`src/hdl/bpsd_pkg.sv`:
```
/*
 * Constants, offsets and helpers for the bridge power state and decode registers.
 * Assumes a 32-bit classic Wishbone slave port with byte addresses.
 */
package bpsd_pkg;

    // Register byte offsets
    localparam logic [7:0]  OFF_PMCS      = 8'h94;
    localparam logic [7:0]  OFF_SDEC      = 8'h98;
    localparam logic [7:0]  OFF_IRQ_STAT  = 8'hC0;
    localparam logic [7:0]  OFF_IRQ_MASK  = 8'hC4;

    // Power state codes
    localparam logic [1:0]  PS_D0         = 2'h0;
    localparam logic [1:0]  PS_D1         = 2'h1;
    localparam logic [1:0]  PS_D2         = 2'h2;
    localparam logic [1:0]  PS_D3         = 2'h3;
    localparam logic [1:0]  PS_RESET      = PS_D0;

    // Field positions in the control/status word
    localparam int          PS_LSB        = 0;
    localparam int          PS_MSB        = 1;
    localparam int          NSR_BIT       = 3;
    localparam int          PME_EN_BIT    = 8;
    localparam int          PME_ST_BIT    = 15;
    localparam logic        NSR_VALUE     = 1'b1;
    localparam logic        B2B3_VALUE    = 1'b0;
    localparam logic        BPCC_VALUE    = 1'b0;
    localparam int          B2B3_BIT      = 22;
    localparam int          BPCC_BIT      = 23;

    // Field positions in the decode register
    localparam int          SUB_EN_BIT    = 0;
    localparam int          SUB_DEC_BIT   = 1;

    // Class codes
    localparam logic [23:0] CLASS_SUB     = 24'h060401;
    localparam logic [23:0] CLASS_STD     = 24'h060400;

    // Interrupt events
    localparam int          NEV           = 3;
    localparam int          EV_PME        = 0;
    localparam int          EV_WAKE       = 1;
    localparam int          EV_BADPS      = 2;
    localparam logic [NEV-1:0] EV_RESET   = 3'h0;

    // Expands byte enables into a bit mask
    function automatic logic [31:0] byte_mask(input logic [3:0] sel);
        byte_mask = {{8{sel[3]}}, {8{sel[2]}}, {8{sel[1]}}, {8{sel[0]}}};
    endfunction

    // True when a power state code is implemented
    function automatic logic ps_valid(input logic [1:0] ps);
        ps_valid = (ps == PS_D0) || (ps == PS_D3);
    endfunction

endpackage

```
`src/hdl/bpsd_evt_if.sv`:
```
/*
 * Carrier between the register core and the interrupt block.
 * Assumes both ends run on the same clock.
 */
`timescale 1ns/1ps
`default_nettype none

interface bpsd_evt_if;
    logic [bpsd_pkg::NEV-1:0] ev;
    logic                     wr_stat;
    logic                     wr_mask;
    logic [bpsd_pkg::NEV-1:0] wdata;
    logic [bpsd_pkg::NEV-1:0] stat;
    logic [bpsd_pkg::NEV-1:0] mask;

    modport core (output ev, output wr_stat, output wr_mask, output wdata,
                  input stat, input mask);
    modport irq  (input ev, input wr_stat, input wr_mask, input wdata,
                  output stat, output mask);
endinterface

`default_nettype wire

```
`src/hdl/bpsd_irq.sv`:
```
/*
 * Sticky interrupt status with write-one-to-clear, mask and one level output.
 * Assumes event pulses and write strobes come from the register core.
 */
`timescale 1ns/1ps
`default_nettype none

module bpsd_irq (
    input  wire logic clk_sys,
    input  wire logic rst_n,
    bpsd_evt_if.irq   evt,
    output logic      irq
);

    typedef struct packed {
        logic [bpsd_pkg::NEV-1:0] stat;
        logic [bpsd_pkg::NEV-1:0] mask;
    } bpsd_irq_st_t;

    bpsd_irq_st_t st_r;
    bpsd_irq_st_t st_nxt;

    // Events set status; a set in the clearing cycle wins
    always_comb
    begin
        st_nxt = st_r;
        if (evt.wr_stat)
        begin
            st_nxt.stat = st_r.stat & ~evt.wdata;
        end
        st_nxt.stat = st_nxt.stat | evt.ev;
        if (evt.wr_mask)
        begin
            st_nxt.mask = evt.wdata;
        end
    end

    // State register
    always_ff @(posedge clk_sys or negedge rst_n)
    begin
        if (!rst_n)
        begin
            st_r <= '{stat: bpsd_pkg::EV_RESET, mask: bpsd_pkg::EV_RESET};
        end
        else
        begin
            st_r <= st_nxt;
        end
    end

    // Read back and level output
    assign evt.stat = st_r.stat;
    assign evt.mask = st_r.mask;
    assign irq      = |(st_r.stat & st_r.mask);

endmodule // bpsd_irq

`default_nettype wire

```
`src/hdl/bpsd_regs.sv`:
```
/*
 * Power management control/status, bridge support extension and subtractive
 * decode control of a PCIe-to-PCI bridge, reached over classic Wishbone.
 * Assumes synchronous inputs on clk_sys and an asynchronous active-low reset.
 * Assumes a master that holds each request until it samples ack and then
 * releases it for at least one cycle.
 * Configuration accesses come from the upstream host through this port only.
 * Byte lane 0 carries the power state, the decode bits and the interrupt
 * words; byte lane 1 carries the event enable and the event status.
 * Bits 31:16 at the control/status offset hold the read-only extension word.
 * Unmapped offsets answer with zero and ignore writes.
 * The internal reset pulse is for the bridge datapath; this block keeps its
 * own registers across it, which is why bit 3 reads one.
 */
// Added by the designer: the Wishbone register port.
// Summary of operation
// - Power state field: 00 is D0, 11 is D3; resets to D0.
// - Writes of codes 01 or 10 to power state are ignored.
// - Software D3 to D0 change pulses internal reset, bus reset output stays off.
// - Bit 3 reads one: registers preserved across D3hot to D0.
// - Bit 8 enables event output; when zero the output never asserts.
// - Data select, data scale and data byte always read zero.
// - Extension bit 22 reads zero: no B2/B3 support.
// - Extension bit 23 reads zero: bus power/clock control disabled.
// - Decode bit 0 gives class 060401h and forwards all memory and I/O.
// - Decode bit 0 hides capability and extended registers: writes dropped, reads zero.
// - Decode bit 1 enables subtractive claiming on the conventional bus; resets zero.
// - Event output works in D0, D3hot and D3cold alike.
`timescale 1ns/1ps
`default_nettype none

module bpsd_regs (
    // Clock and reset
    input  wire logic        clk_sys,
    input  wire logic        rst_n,

    // Classic Wishbone slave port
    input  wire logic        wb_cyc_i,
    input  wire logic        wb_stb_i,
    input  wire logic        wb_we_i,
    input  wire logic [7:0]  wb_adr_i,
    input  wire logic [3:0]  wb_sel_i,
    input  wire logic [31:0] wb_dat_i,
    output logic      [31:0] wb_dat_o,
    output logic             wb_ack_o,

    // Power-management event request and open-drain pin
    input  wire logic        pme_req,
    output logic             pme_o,
    output logic             pme_oe_n,

    // Internal reset pulse and bus reset
    output logic             soft_rst_o,
    output logic             bus_rst_out_n,

    // Mode outputs to the bridge datapath
    output logic      [1:0]  power_state,
    output logic      [23:0] class_code,
    output logic             fwd_all,
    output logic             ext_cfg_hide,
    output logic             sub_decode_en,

    // Level interrupt
    output logic             irq
);

    // Core state: register fields plus the registered bus answer
    typedef struct packed {
        logic [1:0]  ps;
        logic        pme_en;
        logic        pme_st;
        logic        sub_en;
        logic        sub_dec;
        logic        soft_rst;
        logic        ack;
        logic [31:0] dat;
    } bpsd_core_st_t;

    bpsd_core_st_t st_r;
    bpsd_core_st_t st_nxt;

    // Carrier toward the interrupt block
    bpsd_evt_if evt ();

    // Decoded bus request and write data
    logic        req;
    logic        wr;
    logic [31:0] wmask;
    logic [31:0] wval;

    // Read words of the two control registers
    logic [31:0] pmcs_word;
    logic [31:0] sdec_word;

    // Power state write, its legality and the gated event
    logic        ps_wr;
    logic        ps_ok;
    logic        pme_sig;

    // Write strobes: lanes 0 and 1 of the control/status word, lane 0 of the other registers
    logic        pm_lo_wr;
    logic        pm_hi_wr;
    logic        sdec_wr;
    logic        stat_wr;
    logic        mask_wr;

    // Write strobe for one byte lane of one register offset
    function automatic logic lane_wr(input logic       w,
                                     input logic [7:0] adr,
                                     input logic [7:0] off,
                                     input logic       lane);
        lane_wr = w && (adr == off) && lane;
    endfunction

    // Widens an interrupt word to the bus width, upper bits zero
    function automatic logic [31:0] pad_ev(input logic [bpsd_pkg::NEV-1:0] v);
        pad_ev = 32'h0000_0000;
        pad_ev[bpsd_pkg::NEV-1:0] = v;
    endfunction

    // Bus request decode; ack rises one cycle after the request
    // A request is not taken while its ack stands, so a master that still
    // holds the strobe in the ack cycle is answered only once
    assign req   = wb_cyc_i && wb_stb_i && !st_r.ack;
    assign wr    = req && wb_we_i;
    assign wmask = bpsd_pkg::byte_mask(wb_sel_i);
    assign wval  = wb_dat_i & wmask;

    // Write strobes per register and lane
    assign pm_lo_wr = lane_wr(wr, wb_adr_i, bpsd_pkg::OFF_PMCS, wb_sel_i[0]);
    assign pm_hi_wr = lane_wr(wr, wb_adr_i, bpsd_pkg::OFF_PMCS, wb_sel_i[1]);
    assign sdec_wr  = lane_wr(wr, wb_adr_i, bpsd_pkg::OFF_SDEC, wb_sel_i[0]);
    assign stat_wr  = lane_wr(wr, wb_adr_i, bpsd_pkg::OFF_IRQ_STAT, wb_sel_i[0]);
    assign mask_wr  = lane_wr(wr, wb_adr_i, bpsd_pkg::OFF_IRQ_MASK, wb_sel_i[0]);

    // Power state write and its legality
    assign ps_wr = pm_lo_wr;
    assign ps_ok = bpsd_pkg::ps_valid(wb_dat_i[bpsd_pkg::PS_MSB:bpsd_pkg::PS_LSB]);

    // Event signalled only while enabled, in any power state
    // The power state is not part of the gate, so D0 and D3 behave alike
    assign pme_sig = pme_req && st_r.pme_en;

    // Control/status and extension read word
    // Data select, data scale and data byte stay zero: no data register
    always_comb
    begin
        pmcs_word = 32'h0000_0000;
        pmcs_word[bpsd_pkg::PS_MSB:bpsd_pkg::PS_LSB] = st_r.ps;
        pmcs_word[bpsd_pkg::NSR_BIT] = bpsd_pkg::NSR_VALUE;
        pmcs_word[bpsd_pkg::PME_EN_BIT] = st_r.pme_en;
        pmcs_word[bpsd_pkg::PME_ST_BIT] = st_r.pme_st;
        pmcs_word[bpsd_pkg::B2B3_BIT] = bpsd_pkg::B2B3_VALUE;
        pmcs_word[bpsd_pkg::BPCC_BIT] = bpsd_pkg::BPCC_VALUE;
    end

    // Decode control read word
    always_comb
    begin
        sdec_word = 32'h0000_0000;
        sdec_word[bpsd_pkg::SUB_EN_BIT] = st_r.sub_en;
        sdec_word[bpsd_pkg::SUB_DEC_BIT] = st_r.sub_dec;
    end

    // Next state of the register core
    always_comb
    begin
        st_nxt = st_r;
        // Every taken request is answered once, one cycle later
        st_nxt.ack = req;
        // The internal reset lasts exactly one cycle
        st_nxt.soft_rst = 1'b0;

        // Power state: illegal codes leave the field untouched
        if (ps_wr && ps_ok)
        begin
            st_nxt.ps = wb_dat_i[bpsd_pkg::PS_MSB:bpsd_pkg::PS_LSB];
            // Leaving D3 for D0 pulses the datapath reset only
            if ((st_r.ps == bpsd_pkg::PS_D3) &&
                (wb_dat_i[bpsd_pkg::PS_MSB:bpsd_pkg::PS_LSB] == bpsd_pkg::PS_D0))
            begin
                st_nxt.soft_rst = 1'b1;
            end
        end

        // Enable bit and write-one-to-clear status
        // The set below comes after the clear, so an event in the clearing
        // cycle wins and is never lost
        if (pm_hi_wr)
        begin
            st_nxt.pme_en = wb_dat_i[bpsd_pkg::PME_EN_BIT];
            if (wb_dat_i[bpsd_pkg::PME_ST_BIT])
            begin
                st_nxt.pme_st = 1'b0;
            end
        end
        if (pme_sig)
        begin
            st_nxt.pme_st = 1'b1;
        end

        // Decode control bits
        // Bridge mode switches class code, forwarding and hiding together
        if (sdec_wr)
        begin
            st_nxt.sub_en = wb_dat_i[bpsd_pkg::SUB_EN_BIT];
            st_nxt.sub_dec = wb_dat_i[bpsd_pkg::SUB_DEC_BIT];
        end

        // Read data, registered with the ack
        // Unmapped reads and all writes return zero data
        if (req && !wb_we_i)
        begin
            unique case (wb_adr_i)
                bpsd_pkg::OFF_PMCS:     st_nxt.dat = pmcs_word;
                bpsd_pkg::OFF_SDEC:     st_nxt.dat = sdec_word;
                bpsd_pkg::OFF_IRQ_STAT: st_nxt.dat = pad_ev(evt.stat);
                bpsd_pkg::OFF_IRQ_MASK: st_nxt.dat = pad_ev(evt.mask);
                default:                st_nxt.dat = 32'h0000_0000;
            endcase
        end
        else if (req)
        begin
            st_nxt.dat = 32'h0000_0000;
        end
    end

    // State register; every bit returns to its reset value
    // Sticky enable and status clear only here, not on the internal reset
    always_ff @(posedge clk_sys or negedge rst_n)
    begin
        if (!rst_n)
        begin
            st_r <= '{ps:       bpsd_pkg::PS_RESET,
                      pme_en:   1'b0,
                      pme_st:   1'b0,
                      sub_en:   1'b0,
                      sub_dec:  1'b0,
                      soft_rst: 1'b0,
                      ack:      1'b0,
                      dat:      32'h0000_0000};
        end
        else
        begin
            st_r <= st_nxt;
        end
    end

    // Events toward the interrupt block
    // The power event follows pme_req while enabled, the others last one cycle; the interrupt block makes them sticky
    always_comb
    begin
        evt.ev = bpsd_pkg::EV_RESET;
        evt.ev[bpsd_pkg::EV_PME] = pme_sig;
        evt.ev[bpsd_pkg::EV_WAKE] = st_nxt.soft_rst;
        evt.ev[bpsd_pkg::EV_BADPS] = ps_wr && !ps_ok;
    end

    // Interrupt register writes
    assign evt.wr_stat = stat_wr;
    assign evt.wr_mask = mask_wr;
    assign evt.wdata   = wval[bpsd_pkg::NEV-1:0];

    // Interrupt status, mask and level output
    bpsd_irq u_irq (
        .clk_sys (clk_sys),
        .rst_n   (rst_n),
        .evt     (evt),
        .irq     (irq)
    );

    // Bus port outputs
    assign wb_ack_o = st_r.ack;
    assign wb_dat_o = st_r.dat;

    // Open-drain event pin: drives low while status and enable are both set
    // Clearing the enable releases the pin at once, status kept
    assign pme_o    = 1'b0;
    assign pme_oe_n = !(st_r.pme_st && st_r.pme_en);

    // Internal reset pulse; the bus reset output is never asserted
    assign soft_rst_o    = st_r.soft_rst;
    assign bus_rst_out_n = 1'b1;

    // Mode outputs toward the bridge datapath
    // Hiding of capability and extended registers is done by their owner
    // through ext_cfg_hide
    assign power_state   = st_r.ps;
    assign class_code    = st_r.sub_en ? bpsd_pkg::CLASS_SUB : bpsd_pkg::CLASS_STD;
    assign fwd_all       = st_r.sub_en;
    assign ext_cfg_hide  = st_r.sub_en;
    assign sub_decode_en = st_r.sub_dec;

endmodule // bpsd_regs

`default_nettype wire

```
`config.mk`:
```
export PLATFORM = sky130hd
export DESIGN_NAME = bpsd_regs
export DESIGN_NICKNAME = d
export VERILOG_FILES = /design/src/hdl/bpsd_pkg.sv /design/src/hdl/bpsd_evt_if.sv /design/src/hdl/bpsd_irq.sv /design/src/hdl/bpsd_regs.sv
export SDC_FILE = /design/constraint.sdc
export NUM_CORES = 1
export LEC_CHECK = 0
export BUFFER_PORTS_ARGS = -buffer_cell sky130_fd_sc_hd__buf_2
export CORE_ASPECT_RATIO = 1.4
export CORE_UTILIZATION = 42
export CTS_CLUSTER_SIZE = 16
export DETAILED_ROUTE_END_ITERATION = 16
export PLACE_DENSITY = 0.82
export SLEW_MARGIN = 30
export SYNTH_ARGS = -nofsm -noshare
export SYNTH_HDL_FRONTEND = slang
export SYNTH_SLANG_ARGS = --single-unit
```
`constraint.sdc`:
```
create_clock -name clk_sys -period 4.9 [get_ports clk_sys]
set_input_delay 0.245 -clock clk_sys [delete_from_list [all_inputs] [get_ports clk_sys]]
set_output_delay 0.245 -clock clk_sys [all_outputs]
set_load 0.02 [all_outputs]
```
; Yosys cells after proc, flatten, opt, wreduce, memory -nomap -nowiden
; Index checks and enable logic that the tools add are counted.
[totals]
register_bits = 46
input_bits = 50
output_inout_bits = 67
[op_classes]
n_eq_ne = 6
n_mux = 10
n_bitwise = 5
n_reduce_logical = 29
[op_table]
columns = op, count
row1 = 32-bit 2-to-1 mux, 2
row2 = 16-bit one-hot mux with 4 select lines, 1
row3 = 8-bit equality test (second input constant), 4
row4 = 1-bit logical AND, 18
row5 = 3-bit AND, 3
row6 = 1-bit 2-to-1 mux, 6
row7 = 2-bit nonzero test, 3
row8 = 2-bit equality test (second input constant), 2
row9 = 1-bit zero test, 4
row10 = 3-bit 2-to-1 mux, 1
row11 = 3-bit NOT, 1
row12 = 3-bit OR, 1
row13 = 3-bit OR reduction, 1
row14 = 2-bit zero test, 1
row15 = 2-bit AND reduction, 1
row16 = 1-bit logical OR, 1

; Depth between registers and ports, before layout
[logic_depth]
depth_word = 8
ltp_mapped = 5

; Cells and area by module
; Synthesis repeated with hierarchy kept, for this count alone.
[unflattened]
hier_cells = 152
area_unflattened_um2 = 1498.9
[modules_own_cells]
columns = module, instances, cells_each, area_per_inst_um2
row1 = bpsd_regs, 1, 135, 1267.5
row2 = bpsd_irq, 1, 17, 231.5

; Least setup slack after synthesis
; No wires, ideal clock.
[synth_path]
path_type = flip-flop to flip-flop
start = register st_r, in the netlist wb_ack_o
end = register st_r, in the netlist power_state[0]
t_arrival_ns = 1.678
path_slack_ns = 3.097
path_stages_with_launch = 6
path_buffers = 0
path_cell_list = dfrtp_1 -> nand3b_1 -> inv_1 -> nand3_1 -> or4_4 -> mux2_4
[synth_via]
elab_chain_cells = 6
[synth_lines]
columns = item, line
row1 = "start, declared", bpsd_regs.sv:79  ; bpsd_core_st_t st_r;
row2 = "start signal, assigned", bpsd_regs.sv:234  ; st_r <= '{ps: bpsd_pkg::PS_RESET,
row3 = "start signal, assigned", bpsd_regs.sv:245  ; st_r <= st_nxt;
row4 = 1-bit zero test, bpsd_regs.sv:124  ; assign req = wb_cyc_i && wb_stb_i && !st_r.ack;
row5 = 1-bit logical AND, bpsd_regs.sv:124
row6 = via req, bpsd_regs.sv:86  ; logic req;
row7 = 1-bit logical AND, bpsd_regs.sv:125  ; assign wr = req && wb_we_i;
row8 = 1-bit logical AND (2 in series), bpsd_regs.sv:112  ; lane_wr = w && (adr == off) && lane;
row9 = 1-bit logical AND, bpsd_regs.sv:175  ; if (ps_wr && ps_ok)
; The timed path passes the listed nets, and every way through them passes these cells.
; A chain may end at the register's enable or synchronous reset.

; Final worst setup path
; Same ends and word-level chain as after synthesis.

==> flow_summary.yaml <==
placement:
  pre_cts_slack_ns: 2.78
  gp_congestion: 0.900
  port_buffers: 36
  dp.cells: 219
  dp.final_hpwl_um: 2170
route:
  ant_nets: 0
  routed_wl_um: 2600
  dr_wl_met3_um: 166
  vias: 1043
  drt_pass1_iterations: 2
  drc_errors: 0
  avgViaCountPerCell: 4.68
  dr_wl_met2_um: 1380
  highest_layer: "met4"
  drt-met1-wl_um: 1020
  wire_per_inst_um: 11.7
  drt_iter0_drc: 9
clock_network:
  ctsLongestPathBuffers: 2
  numCtsBuffers: 3
  cts_root_buf: "clkbuf_8"
  cts_setup_buffers: 0
  clk_pin_slew_ns: 0.07
  tritoncts: "yes"
  clkLatencyLatePin_ns: 0.25
  clock_sinks: 20
  htreeDepth: 1
synth:
  synth_seq_area_share: 0.341
  yosysMostFrequentCell: "buf_4"
  yosysTopAreaCell: "dfrtp_1"
  ys_warn_count: 0
  syn-cell-area_um2: 1470
  synth.distinct_cells: 33
  synth_top_area_share: 0.341
  syn_inst: 150
  synth_flop_cell: "dfrtp_1"
  ys_seq_elements: 20
  synth_edf_count: 0
  syn_avg_cell_area_um2: 9.79
  synth_area_leaders: "dfrtp_1 (34%), buf_4 (28%), mux2_2 (4.6%), nand2_1 (3.1%), a22o_1 (3.0%)"
  synth_commonest_cells: "buf_4 (55), dfrtp_1 (20), nand2_1 (12)"
  synthArstFlopShare: 1.00
worst_hold_path:
  min_to: "pmcs_word[8]"
  min_path_type: "primary input to register"
  holdCritStartpoint: "wb_dat_i[8]"
  whs_path_depth: 2
power_and_ir_drop:
  switching_share: 0.306
  internal_power_uw: 236
  cellLeakagePower_nw: 0.809
  p_sw_uw: 104
  power_density_nw_per_um2: 224
  pwr-share-seq: 0.498
  combPwrFrac: 0.195
  clockPowerShare: 0.306
  max-vdd-ir-drop_uv: 118
setup_path:
  worstSetupEndpointType: "register"
  cp-start-kind: "register"
  required_ns: 5.04
  reg2reg_slack_ns: 2.78
  timing.rr.end: "power_state[0]"
  cp_max_fo: 11
  r2r-start: "wb_ack_o"
  ff2ff_path_depth: 5
  cp.arrival_ns: 2.26
  crit_type: "register to register"
global_route:
  gr-total-overflow: 0
  first_global_vias: 951
  grt_start_max_net_pins: 21
  grt_usage: 0.150
  grt_antenna_before_repair: 0
  grt_first_pass_wirelength_um: 4150
layout:
  multiInputGateArea_um2: 721
  antenna_cells: 0
  drive_gt1_frac: 0.295
  fillers: 344
  nets: 236
  ff_latch_area_um2: 500
  fin_cells: 223
  areaGrowthSynthToFinish_pct: 3.32
timing:
  fin_ws_ns: 2.78
  setup_violations: 0
  timing.slew.headroom: 0.537
  rsz0062_at_grt: "no"
  worst_slew_pin_slew_ns: 0.685
  maxSlewViolCount: 0
  post-route-min-period_ns: 2.12
  finClkSkew_ns: 0.000780
  finalSetupTns_ns: 0
  fmax_mhz: 471
  hold_viol: 0
  period_share: 0.433
die:
  die_area_um2: 3740
  pin_count: 117
  die_h_um: 72.0
  initial_core_util: 0.439
  core_region_area_um2: 3350
  die_x_um: 52.0
  rows: 25
run:
  drv_cap: 0
outcome:
  status: "finished clean"
-- cells in the final DEF (no fill, tap or decap) --
cell type	synthesis	layout
conb_1	2	51
buf_2	0	36
dfrtp_1	20	20
nand2_1	12	12
nand3_1	6	6
mux2_2	6	6
a22o_1	5	5
inv_1	4	4
nor4b_1	3	3
nor2_1	3	3
nor3_1	3	3
a22oi_1	3	3
o21ai_0	3	3
clkbuf_8	0	3
nand3b_1	2	2
nor4_1	2	2
and4bb_2	2	2
mux2_4	2	2
o211a_1	2	2
nand4bb_1	1	1
nand4bb_4	1	1
or4b_4	1	1
or4_2	1	1
or4_4	1	1
o2bb2ai_1	1	1
a222oi_1	1	1
a21o_1	1	1
nand2b_1	1	1
a21oi_1	1	1
or4b_2	1	1
o31ai_1	1	1
nor4bb_1	1	1
ha_1	1	1
dlygate4sd3_1	0	1
-- final cells by class --
class,instances,area share
inverter,4,0.00989
clock buffer,3,0.0272
multi-input combinational,119,0.475
tap,40,0.0330
sequential,20,0.330
timing repair buffer,37,0.125
-- flip-flops by register name, indices dropped and copies added, names as in the netlist --
signal and count:
wb_ack_o 1, wb_dat_o 6, ext_cfg_hide 1, u_irq.evt.mask 3
u_irq.evt.stat 3, pmcs_word 2, power_state 2, soft_rst_o 1
sub_decode_en 1
-- logic make-up (layout without fill, tap and decap cells) --
kind of cell	after synthesis	after routing	synth area share
mux	8	8	0.0664
other cells	2	51	0.00511
buf+inv	60	44	0.294
simple gates	41	41	0.190
flops	20	20	0.341
fa+ha+maj	1	1	0.00852
compound gates	18	18	0.0954
-- metal layers --
metal | global-route usage | up-vias
met5 | 0 | -
met4 | 0.0631 | 0
met3 | 0.0273 | 5
met2 | 0.272 | 59
met1 | 0.165 | 491
li1 | - | 488
-- worst max-delay path, stage by stage, from the launching register on --
cell and delay (ns):
dfrtp_1 0.37, nand3b_1 0.38, inv_1 0.17, nand3_1 0.19
or4_4 0.59, mux2_4 0.31
-- worst max-delay path by stage --
stage,depth (start not counted),slack (ns),endpoint,start
after floorplan,5,3.10,power_state[0],wb_ack_o
after global placement,5,2.79,power_state[1],wb_ack_o
after detailed placement,5,2.78,power_state[0],wb_ack_o
after CTS,5,2.77,power_state[0],wb_ack_o
after global routing,5,2.64,u_irq.evt.mask[2],wb_ack_o
final,5,2.78,power_state[0],wb_ack_o
-- stage by stage --
stage | hold slack [ns] | utilization | instance area [um2] | power (mW)
3_3_place_gp | 0.202 | 0.438 | 1470 | 0.237
6_report | 0.244 | 0.453 | 1520 | 0.340
5_1_grt | 0.246 | 0.453 | 1520 | 0.354
4_1_cts | 0.243 | 0.453 | 1520 | 0.342
3_5_place_dp | 0.213 | 0.438 | 1470 | 0.238
2_1_floorplan | -0.0506 | - | 1650 | 0.250
-- power groups by stage --
stage / Sequential (mW) / Clock, mW / Combinational (mW)
2_1_floorplan: 0.173 / 0 / 0.0770
3_3_place_gp: 0.172 / 0 / 0.0647
3_5_place_dp: 0.172 / 0 / 0.0656
4_1_cts: 0.169 / 0.106 / 0.0661
5_1_grt: 0.170 / 0.112 / 0.0726
6_report: 0.169 / 0.104 / 0.0664
-- timing repair --
action	CTS	global route
endpoints found under the hold margin	20	0
hold buffers	1	0
resized for setup	0	0
(Power assumes the default switching activity.)
